### src/include/cicdc_pkg.sv
// Purpose: constants shared by the dual-channel cic filter design
// Assumes: build settings below are fixed at elaboration
// Notes:   output width uses a per-stage ceiling of log2(r*m)
package cicdc_pkg;

  // ----------------------------------------------------------------
  // build settings
  // ----------------------------------------------------------------
  localparam int CICDC_DECIM = 1;        // 1 decimator, 0 interpolator
  localparam int CICDC_CHANNELS = 2;     // channel_count, 1 or 2
  localparam int CICDC_STAGES = 4;       // stage_count
  localparam int CICDC_RATE = 10;        // rate change factor
  localparam int CICDC_DIFF_DELAY = 1;   // differential delay, 1 or 2
  localparam int CICDC_IN_W = 10;        // input sample width
  localparam int CICDC_OUT_W =
    CICDC_STAGES * $clog2(CICDC_RATE * CICDC_DIFF_DELAY) + CICDC_IN_W;
  localparam int CICDC_CNT_W = 14;
  localparam logic [CICDC_CNT_W-1:0] CICDC_RATE_LAST =
    CICDC_CNT_W'(CICDC_RATE - 1);
  localparam bit CICDC_PARAMS_OK =
    (CICDC_CHANNELS == 1 || (CICDC_CHANNELS == 2 && CICDC_DECIM == 1)) &&
    CICDC_STAGES >= 1 && CICDC_STAGES <= 8 &&
    CICDC_RATE >= 4 && CICDC_RATE <= 16383 &&
    (CICDC_DIFF_DELAY == 1 || CICDC_DIFF_DELAY == 2) &&
    CICDC_IN_W >= 1 && CICDC_IN_W <= 32 &&
    (CICDC_DECIM == 0 || CICDC_DECIM == 1);

  // ----------------------------------------------------------------
  // input buffer
  // ----------------------------------------------------------------
  localparam int CICDC_FIFO_DEPTH = 16;

  // ----------------------------------------------------------------
  // register map
  // ----------------------------------------------------------------
  localparam logic [7:0] CICDC_REG_CTRL = 8'h00;
  localparam logic [7:0] CICDC_REG_STATUS = 8'h04;
  localparam logic [7:0] CICDC_REG_COUNT = 8'h08;
  localparam logic [7:0] CICDC_REG_CONFIG = 8'h0c;
  localparam int CICDC_CTRL_RUN_BIT = 0;
  localparam int CICDC_CTRL_PHASE_BIT = 1;
  localparam logic [1:0] CICDC_CTRL_RESET = 2'h1;
  localparam int CICDC_STAT_LEVEL_LSB = 0;
  localparam int CICDC_STAT_PHASE_BIT = 8;
  localparam int CICDC_STAT_FULL_BIT = 9;
  localparam int CICDC_STAT_EMPTY_BIT = 10;
  localparam int CICDC_STAT_BUSY_BIT = 11;
  localparam int CICDC_CFG_RATE_LSB = 0;
  localparam int CICDC_CFG_STAGES_LSB = 16;
  localparam int CICDC_CFG_CHAN_LSB = 20;
  localparam int CICDC_CFG_DELAY_LSB = 22;
  localparam int CICDC_CFG_DECIM_BIT = 24;

  typedef enum logic {CICDC_IDLE, CICDC_RUN} cicdc_state_t;

endpackage

### src/cicdc_fifo.sv
// Purpose: sample buffer between the source and the filter
// Assumes: one clock, synchronous active-low reset
// Notes:   read data always come from the output register
`timescale 1ns/1ps
module cicdc_fifo
  import cicdc_pkg::*;
#(
  parameter int WIDTH = 8,
  parameter int DEPTH = 16
) (
  // clock and reset
  input wire logic clk_sys,
  input wire logic rst_n,
  // fill side
  input wire logic [WIDTH-1:0] in_data,
  input wire logic in_valid,
  output logic in_ready,
  // drain side
  output logic [WIDTH-1:0] out_data,
  output logic out_valid,
  input wire logic out_ready,
  // fill level of the storage array
  output logic [$clog2(DEPTH):0] level
);
  localparam int AW = $clog2(DEPTH);
  logic [WIDTH-1:0] mem [DEPTH];
  logic [AW-1:0] wr_ptr, rd_ptr, next_wr_ptr, next_rd_ptr;
  logic [AW:0] cnt, next_cnt;
  logic [WIDTH-1:0] next_out_data;
  logic next_out_valid, push, load;

  assign in_ready = (cnt != (AW+1)'(DEPTH));
  assign level = cnt;

  always_comb begin
    push = in_valid && in_ready;
    load = (cnt != '0) && (!out_valid || out_ready);
    next_wr_ptr = push ? wr_ptr + 1'b1 : wr_ptr;
    next_rd_ptr = load ? rd_ptr + 1'b1 : rd_ptr;
    next_cnt = cnt + (AW+1)'(push) - (AW+1)'(load);
    next_out_valid = load ? 1'b1 : (out_ready ? 1'b0 : out_valid);
    next_out_data = load ? mem[rd_ptr] : out_data;
  end

  always_ff @(posedge clk_sys) begin
    if (push) begin
      mem[wr_ptr] <= in_data;
    end
  end

  always_ff @(posedge clk_sys) begin
    if (!rst_n) begin
      wr_ptr <= '0;
      rd_ptr <= '0;
      cnt <= '0;
      out_valid <= 1'b0;
      out_data <= '0;
    end else begin
      wr_ptr <= next_wr_ptr;
      rd_ptr <= next_rd_ptr;
      cnt <= next_cnt;
      out_valid <= next_out_valid;
      out_data <= next_out_data;
    end
  end
endmodule

### src/cicdc_filter.sv
// Purpose: cic decimator or interpolator with optional dual channel
// Assumes: build settings from cicdc_pkg, 250 MHz clk_sys
// Notes:   input samples pass a 16-word buffer; results full precision
//
// Summary of operation
// - dual channel time-shares one arithmetic datapath
// - channel_count is one or two, decimator only
// - interpolator always processes a single stream
// - sample taken only with sample_valid_in high
// - dual results leave in input channel order
// - dual result_valid spans two consecutive cycles when the channel 1 sample is taken in the next cycle
// - dual pair every two times r accepted samples
// - stage_count one to eight, n integrators, n combs
// - rate factor four to 16383
// - filter type selects decimator or interpolator
// - differential delay one or two
// - input width one to 32 bits
// - every stage carries full grown width
// - single channel result every r accepted samples
//
// The register addresses and the strobed register port were left to the implementer.
`timescale 1ns/1ps
module cicdc_filter
  import cicdc_pkg::*;
(
  // clock and reset
  input wire logic clk_sys,
  input wire logic rst_n,
  // sample input
  input wire logic [CICDC_IN_W-1:0] sample_in,
  input wire logic sample_valid_in,
  output logic accept_ready,
  // result output
  output logic [CICDC_OUT_W-1:0] result_out,
  output logic result_valid,
  output logic result_channel,
  // register port
  input wire logic [7:0] reg_addr,
  input wire logic [31:0] reg_wdata,
  input wire logic reg_wr,
  input wire logic reg_rd,
  output logic [31:0] reg_rdata
);
  localparam int N = CICDC_STAGES;
  localparam int M = CICDC_DIFF_DELAY;
  localparam int W = CICDC_OUT_W;
  localparam int C = CICDC_CHANNELS;
  localparam int LW = $clog2(CICDC_FIFO_DEPTH) + 1;

  typedef logic [W-1:0] cicdc_word_t;

  function automatic cicdc_word_t cicdc_sext(
    input logic [CICDC_IN_W-1:0] x
  );
    cicdc_word_t r;
    r = {{(W-CICDC_IN_W){x[CICDC_IN_W-1]}}, x};
    return r;
  endfunction

  // ----------------------------------------------------------------
  // input buffer
  // ----------------------------------------------------------------
  logic [CICDC_IN_W-1:0] buf_data;
  logic buf_valid, take;
  logic [LW-1:0] buf_level;

  cicdc_fifo #(
    .WIDTH(CICDC_IN_W),
    .DEPTH(CICDC_FIFO_DEPTH)
  ) u_fifo (
    .clk_sys(clk_sys),
    .rst_n(rst_n),
    .in_data(sample_in),
    .in_valid(sample_valid_in),
    .in_ready(accept_ready),
    .out_data(buf_data),
    .out_valid(buf_valid),
    .out_ready(take),
    .level(buf_level)
  );

  // ----------------------------------------------------------------
  // registers
  // ----------------------------------------------------------------
  logic [1:0] ctrl, next_ctrl;
  logic [31:0] res_count, next_res_count;
  logic [31:0] next_reg_rdata;
  logic run, phase_clear;

  assign run = ctrl[CICDC_CTRL_RUN_BIT];
  assign phase_clear = reg_wr && (reg_addr == CICDC_REG_CTRL) &&
                       reg_wdata[CICDC_CTRL_PHASE_BIT];

  // ----------------------------------------------------------------
  // datapath state
  // ----------------------------------------------------------------
  cicdc_word_t integ [C][N];
  cicdc_word_t next_integ [C][N];
  cicdc_word_t dly [C][N][M];
  cicdc_word_t next_dly [C][N][M];
  cicdc_word_t comb_hold, next_comb_hold;
  cicdc_word_t next_result_out;
  logic next_result_valid, next_result_channel;
  logic chan, next_chan;
  logic [CICDC_CNT_W-1:0] dcnt, next_dcnt;
  cicdc_state_t state, next_state;
  logic first, next_first;

  always_comb begin
    cicdc_word_t v;
    logic ch;
    v = '0;
    ch = 1'b0;
    next_integ = integ;
    next_dly = dly;
    next_comb_hold = comb_hold;
    next_result_out = result_out;
    next_result_valid = 1'b0;
    next_result_channel = result_channel;
    next_chan = chan;
    next_dcnt = dcnt;
    next_state = state;
    next_first = first;
    take = 1'b0;
    if (CICDC_DECIM == 1) begin
      take = buf_valid && run;
      // one datapath, state selected by channel
      ch = (C == 2) ? chan : 1'b0;
      if (take) begin
        next_integ[ch][0] = integ[ch][0] + cicdc_sext(buf_data);
        for (int s = 1; s < N; s++) begin
          next_integ[ch][s] = integ[ch][s] + integ[ch][s-1];
        end
        if (C == 2) begin
          next_chan = ~chan;
        end
        // one result per r samples per channel
        if (dcnt == CICDC_RATE_LAST) begin
          v = next_integ[ch][N-1];
          for (int s = 0; s < N; s++) begin
            next_dly[ch][s][0] = v;
            for (int d = 1; d < M; d++) begin
              next_dly[ch][s][d] = dly[ch][s][d-1];
            end
            v = v - dly[ch][s][M-1];
          end
          // one-cycle valid, tagged with its channel
          next_result_out = v;
          next_result_valid = 1'b1;
          next_result_channel = ch;
        end
        if (C == 1 || chan) begin
          next_dcnt = (dcnt == CICDC_RATE_LAST) ? '0 : dcnt + 1'b1;
        end
      end
      if (phase_clear) begin
        next_chan = 1'b0;
      end
    end else begin
      // interpolator, single stream, r outputs per input
      case (state)
        CICDC_IDLE: begin
          take = buf_valid && run;
        end
        CICDC_RUN: begin
          take = buf_valid && run && (dcnt == CICDC_RATE_LAST);
        end
        default: begin
          take = 1'b0;
        end
      endcase
      if (take) begin
        v = cicdc_sext(buf_data);
        for (int s = 0; s < N; s++) begin
          next_dly[0][s][0] = v;
          for (int d = 1; d < M; d++) begin
            next_dly[0][s][d] = dly[0][s][d-1];
          end
          v = v - dly[0][s][M-1];
        end
        next_comb_hold = v;
        next_first = 1'b1;
      end
      if (state == CICDC_RUN) begin
        next_integ[0][0] = integ[0][0] + (first ? comb_hold : '0);
        for (int s = 1; s < N; s++) begin
          next_integ[0][s] = integ[0][s] + next_integ[0][s-1];
        end
        next_result_out = next_integ[0][N-1];
        next_result_valid = 1'b1;
        next_result_channel = 1'b0;
        if (!take) begin
          next_first = 1'b0;
        end
        if (dcnt == CICDC_RATE_LAST) begin
          next_dcnt = '0;
          if (!take) begin
            next_state = CICDC_IDLE;
          end
        end else begin
          next_dcnt = dcnt + 1'b1;
        end
      end else if (take) begin
        next_state = CICDC_RUN;
        next_dcnt = '0;
      end
    end
  end

  always_ff @(posedge clk_sys) begin
    if (!rst_n) begin
      for (int c = 0; c < C; c++) begin
        for (int s = 0; s < N; s++) begin
          integ[c][s] <= '0;
          for (int d = 0; d < M; d++) begin
            dly[c][s][d] <= '0;
          end
        end
      end
      comb_hold <= '0;
      result_out <= '0;
      result_valid <= 1'b0;
      result_channel <= 1'b0;
      chan <= 1'b0;
      dcnt <= '0;
      state <= CICDC_IDLE;
      first <= 1'b0;
    end else begin
      integ <= next_integ;
      dly <= next_dly;
      comb_hold <= next_comb_hold;
      result_out <= next_result_out;
      result_valid <= next_result_valid;
      result_channel <= next_result_channel;
      chan <= next_chan;
      dcnt <= next_dcnt;
      state <= next_state;
      first <= next_first;
    end
  end

  // ----------------------------------------------------------------
  // register port
  // ----------------------------------------------------------------
  always_comb begin
    next_ctrl = ctrl;
    next_res_count = res_count + 32'(result_valid);
    next_reg_rdata = '0;
    if (reg_wr && reg_addr == CICDC_REG_CTRL) begin
      next_ctrl = {1'b0, reg_wdata[CICDC_CTRL_RUN_BIT]};
    end else if (reg_wr && reg_addr == CICDC_REG_COUNT) begin
      next_res_count = 32'(result_valid);
    end
    if (reg_rd && reg_addr == CICDC_REG_CTRL) begin
      next_reg_rdata[CICDC_CTRL_RUN_BIT] = run;
    end else if (reg_rd && reg_addr == CICDC_REG_STATUS) begin
      next_reg_rdata[CICDC_STAT_LEVEL_LSB +: LW] = buf_level;
      next_reg_rdata[CICDC_STAT_PHASE_BIT] = chan;
      next_reg_rdata[CICDC_STAT_FULL_BIT] = ~accept_ready;
      next_reg_rdata[CICDC_STAT_EMPTY_BIT] = ~buf_valid;
      next_reg_rdata[CICDC_STAT_BUSY_BIT] = (state == CICDC_RUN);
    end else if (reg_rd && reg_addr == CICDC_REG_COUNT) begin
      next_reg_rdata = res_count;
    end else if (reg_rd && reg_addr == CICDC_REG_CONFIG) begin
      next_reg_rdata[CICDC_CFG_RATE_LSB +: 14] = 14'(CICDC_RATE);
      next_reg_rdata[CICDC_CFG_STAGES_LSB +: 4] = 4'(N);
      next_reg_rdata[CICDC_CFG_CHAN_LSB +: 2] = 2'(C);
      next_reg_rdata[CICDC_CFG_DELAY_LSB +: 2] = 2'(M);
      next_reg_rdata[CICDC_CFG_DECIM_BIT] = 1'(CICDC_DECIM);
    end
  end

  always_ff @(posedge clk_sys) begin
    if (!rst_n) begin
      ctrl <= CICDC_CTRL_RESET;
      res_count <= '0;
      reg_rdata <= '0;
    end else begin
      ctrl <= next_ctrl;
      res_count <= next_res_count;
      reg_rdata <= next_reg_rdata;
    end
  end

  // ----------------------------------------------------------------
  // checks
  // ----------------------------------------------------------------
  logic last_ch;
  logic [CICDC_CNT_W:0] gap;
  logic seen;

  always_ff @(posedge clk_sys) begin
    if (!rst_n) begin
      last_ch <= 1'b1;
      gap <= '0;
      seen <= 1'b0;
    end else begin
      if (result_valid) begin
        last_ch <= result_channel;
      end
      if (result_valid && !result_channel) begin
        gap <= (CICDC_CNT_W+1)'(take);
        seen <= 1'b1;
      end else if (take) begin
        gap <= gap + 1'b1;
      end
    end
  end
endmodule

### config.mk
export PLATFORM = sky130hd
export DESIGN_NAME = cicdc_filter
export DESIGN_NICKNAME = d
export VERILOG_FILES = /design/src/include/cicdc_pkg.sv /design/src/cicdc_fifo.sv /design/src/cicdc_filter.sv
export SDC_FILE = /design/constraint.sdc
export NUM_CORES = 2
export LEC_CHECK = 0
export BUFFER_PORTS_ARGS = -buffer_cell sky130_fd_sc_hd__buf_2
export CORE_UTILIZATION = 25
export DETAILED_ROUTE_END_ITERATION = 12
export SLEW_MARGIN = 5
export SYNTH_ARGS = -nofsm -noshare
export SYNTH_HDL_FRONTEND = slang
export SYNTH_SLANG_ARGS = --single-unit
export TNS_END_PERCENT = 20
### constraint.sdc
create_clock -name clk_sys -period 13.7 [get_ports clk_sys]
set_clock_uncertainty 0.1 [all_clocks]
set_input_delay 2.055 -clock clk_sys [delete_from_list [all_inputs] [get_ports clk_sys]]
set_output_delay 2.055 -clock clk_sys [all_outputs]
set_load 0.01 [all_outputs]
==> run_results.csv <==
group,metric,value,unit
run_status,status,"finished, final reports clean",
sta,relSlewSlack,0.2648,
setup_path,cp_max_fo,38,
placement,hpwl,60070,um
detailed_routing,via_count,27520,
logic_synthesis,ys_seq_area_frac,0.4217,
logic_synthesis,synthesis.area,37400,sq um
clock_tree,cts-buffers-inserted,71,
floorplanning,std_cell_rows,141,
clock_tree,cts-resized-gates,0,
sta,hold_viol,0,
detailed_routing,antenna_left,0,
layout,fin_area,42210,sq um
placement,placed_area,39760,sq um
logic_synthesis,ys.warnings.count,0,
setup_path,critPathRequiredTime,14.15,ns
logic_synthesis,synthArstFlopShare,0,
logic_synthesis,synth_edf_count,160,
sta,fin_crit_sh,0.7992,
job,maxCapViolCount,0,
detailed_routing,wire_per_inst,15.40,um
setup_path,critical_path_class,"register to register",
grt,grt_pass1_vias,26630,
detailed_routing,dr.pass1.iters,5,
clock_tree,clock_latency,0.67,ns
floorplanning,ios,116,
detailed_routing,drtIter0Drc,1598,
layout,mostFrequentLayoutCells,"nand2_1 (548), dfxtp_1 (545), ha_1 (211)",
logic_synthesis,syn_inst,3838,
worst_hold_path,hold_class,"register to register",
setup_path,slowest_stage,"dfxtp_4",
logic_synthesis,syn_area_per_cell,9.746,sq um
clock_tree,cts_root_buffer,"clkbuf_16",
layout,final_common_cell,"nand2_1",
sta,fmax,91.33,MHz
detailed_routing,drc,0,
clock_tree,post-cts-setup-buffers,0,
grt,grt.overflow.total,0,
floorplanning,die_h,388.8,um
logic_synthesis,synth_fp_nets,4113,
grt,grt_max_degree,244,
sta,tightestPinTransition,1.103,ns
layout,area_growth,12.84,%
detailed_routing,totalWireLength,89410,um
floorplanning,core_area,148200,sq um
sta,setup_viol,0,
floorplanning,die-area,151200,sq um
floorplanning,initial_core_util,0.2524,
grt,grt_pass1_wl,144000,um
logic_synthesis,ys_ff_latch,708,
clock_tree,cts.sinks,708,
clock_tree,htreeDepth,3,
placement,io_buffers,85,
clock_tree,cts_buffer_depth,3,
clock_tree,cts_hold_buf,0,
layout,drive_gt1_frac,0.1115,
logic_synthesis,synth-main-ff-cell,"dfxtp_1",
setup_path,cp-start-kind,"register",
grt,track_usage,0.1160,
floorplanning,die_x,388.8,um
grt,antenna_found_initial,2,
setup_path,max_stage_delay,0.72,ns
detailed_routing,vias_per_cell,4.742,
sta,slew_violations,0,
sta,rsz0062_at_grt,"false",
layout,final_nets,4093,
setup_path,worst_setup_path_end_kind,"register",
setup_path,crit_arrival,11.40,ns
clock_tree,path_clk_slew,0.07,ns
sta,fin_tns_setup,0,ns
clock_tree,cts_tree,"yes",
sta,fin_crit,10.95,ns
logic_synthesis,synth.distinct_cells,91,
placement,gp_congestion,0.8337,
-- layout make-up --
type	instances	area, sq um
Timing Repair Buffer	110	634.4
Fill cell	15420	106000
Tap cell	1930	2415
Clock inverter	35	509.2
Antenna cell	1	2.502
Inverter	91	341.6
Sequential cell	708	15780
Clock buffer	93	1939
Multi-Input combinational cell	2836	20580
-- per-stage QoR --
stage / hold slack (ns) / utilization / std cells / setup slack [ns]
floorplan: 0.3196 / - / 3838 / 2.731
global placement: 0.3285 / 0.2683 / 5675 / 2.795
detailed placement: 0.3389 / 0.2683 / 5675 / 2.876
CTS: 0.3531 / 0.2848 / 5803 / 2.785
global route: 0.3679 / 0.2848 / 5804 / 1.730
finish: 0.3496 / 0.2848 / 5804 / 2.751
-- routing by layer --
| layer | up-vias | GRT usage | share of wire |
|---|---|---|---|
| met5 | - | 0 | 0 |
| met4 | 0 | 0.02853 | 0.017 |
| met2 | 370 | 0.1960 | 0.48 |
| li1 | 13730 | - | - |
| met1 | 13320 | 0.1538 | 0.48 |
| met3 | 106 | 0.01808 | 0.031 |
-- logic make-up (layout without fill, tap and decap cells) --
kind of cell,Yosys count,after routing,share of synthesized area
AOI/OAI and AO/OA,921,921,0.1745
xor gates and xnor gates,228,228,0.05727
adders and majority gates,220,220,0.07540
buffers and inverters,294,329,0.02974
DFF,708,708,0.4217
muxes,276,276,0.09416
other,0,1,0
and+or+nand+nor,1191,1191,0.1472
-- path summary, 6_finish.rpt --
| kind | start | endpoint | slack [ns] | cells after the start |
|---|---|---|---|---|
| worst min-delay path | dly[0]$_SDFFE_PN0P_ | dly[0]$_SDFFE_PN0P_ | 0.35 | 2 |
| worst max-delay path | chan$_SDFFE_PP0P_ | result_out[25]$_SDFFE_PN0P_ | 2.75 | 44 |
| worst max register to register | chan$_SDFFE_PP0P_ | result_out[25]$_SDFFE_PN0P_ | 2.75 | 44 |
| worst min register to register | dly[0]$_SDFFE_PN0P_ | dly[0]$_SDFFE_PN0P_ | 0.35 | 2 |
-- state kept, by name, summed over array words and instances (netlist names) --
register and count:
u_fifo.out_valid 1, result_channel 1, u_fifo.wr_ptr 4, dcnt 14, res_count 32, u_fifo.mem 160
u_fifo.level 5, result_out 26, dly 208, integ 208, result_valid 1, chan 1
reg_rdata 32, u_fifo.out_data 10, u_fifo.rd_ptr 4, ctrl 1
-- critical path, delay by kind of cell, from the launching register on --
kind	cells	cell delay, ns
AO/OA/AOI/OAI	22	4.97
adder cells (fa/ha/maj)	5	1.87
XOR/XNOR	6	1.50
AND/OR/NAND/NOR	8	1.18
flip-flops	1	0.72
multiplexers	1	0.31
buffers and inverters	2	0.15
-- synthesized netlist by cell type, types with 30 or more instances --
master / number / area (sq um)
a21boi_0: 203 / 1524
a21o_1: 57 / 427.9
a21oi_1: 145 / 725.7
a22o_1: 154 / 1349
and2_1: 83 / 519.3
and3_1: 52 / 325.3
buf_1: 30 / 112.6
clkbuf_1: 168 / 630.6
dfxtp_1: 548 / 10970
edfxtp_1: 160 / 4805
ha_1: 211 / 2640
inv_1: 90 / 337.8
mux2_2: 107 / 1205
mux2i_1: 119 / 1191
mux4_2: 50 / 1126
nand2_1: 548 / 2057
nand2b_1: 31 / 193.9
nand3_1: 82 / 410.4
nor2_1: 202 / 758.2
nor2b_1: 43 / 269.0
nor3_1: 40 / 200.2
o21ai_0: 164 / 820.8
xnor2_1: 138 / 1209
xor2_1: 79 / 691.9
Power is not shown: default switching activity piles up to over one toggle a cycle in this logic, so the estimate is an artifact.
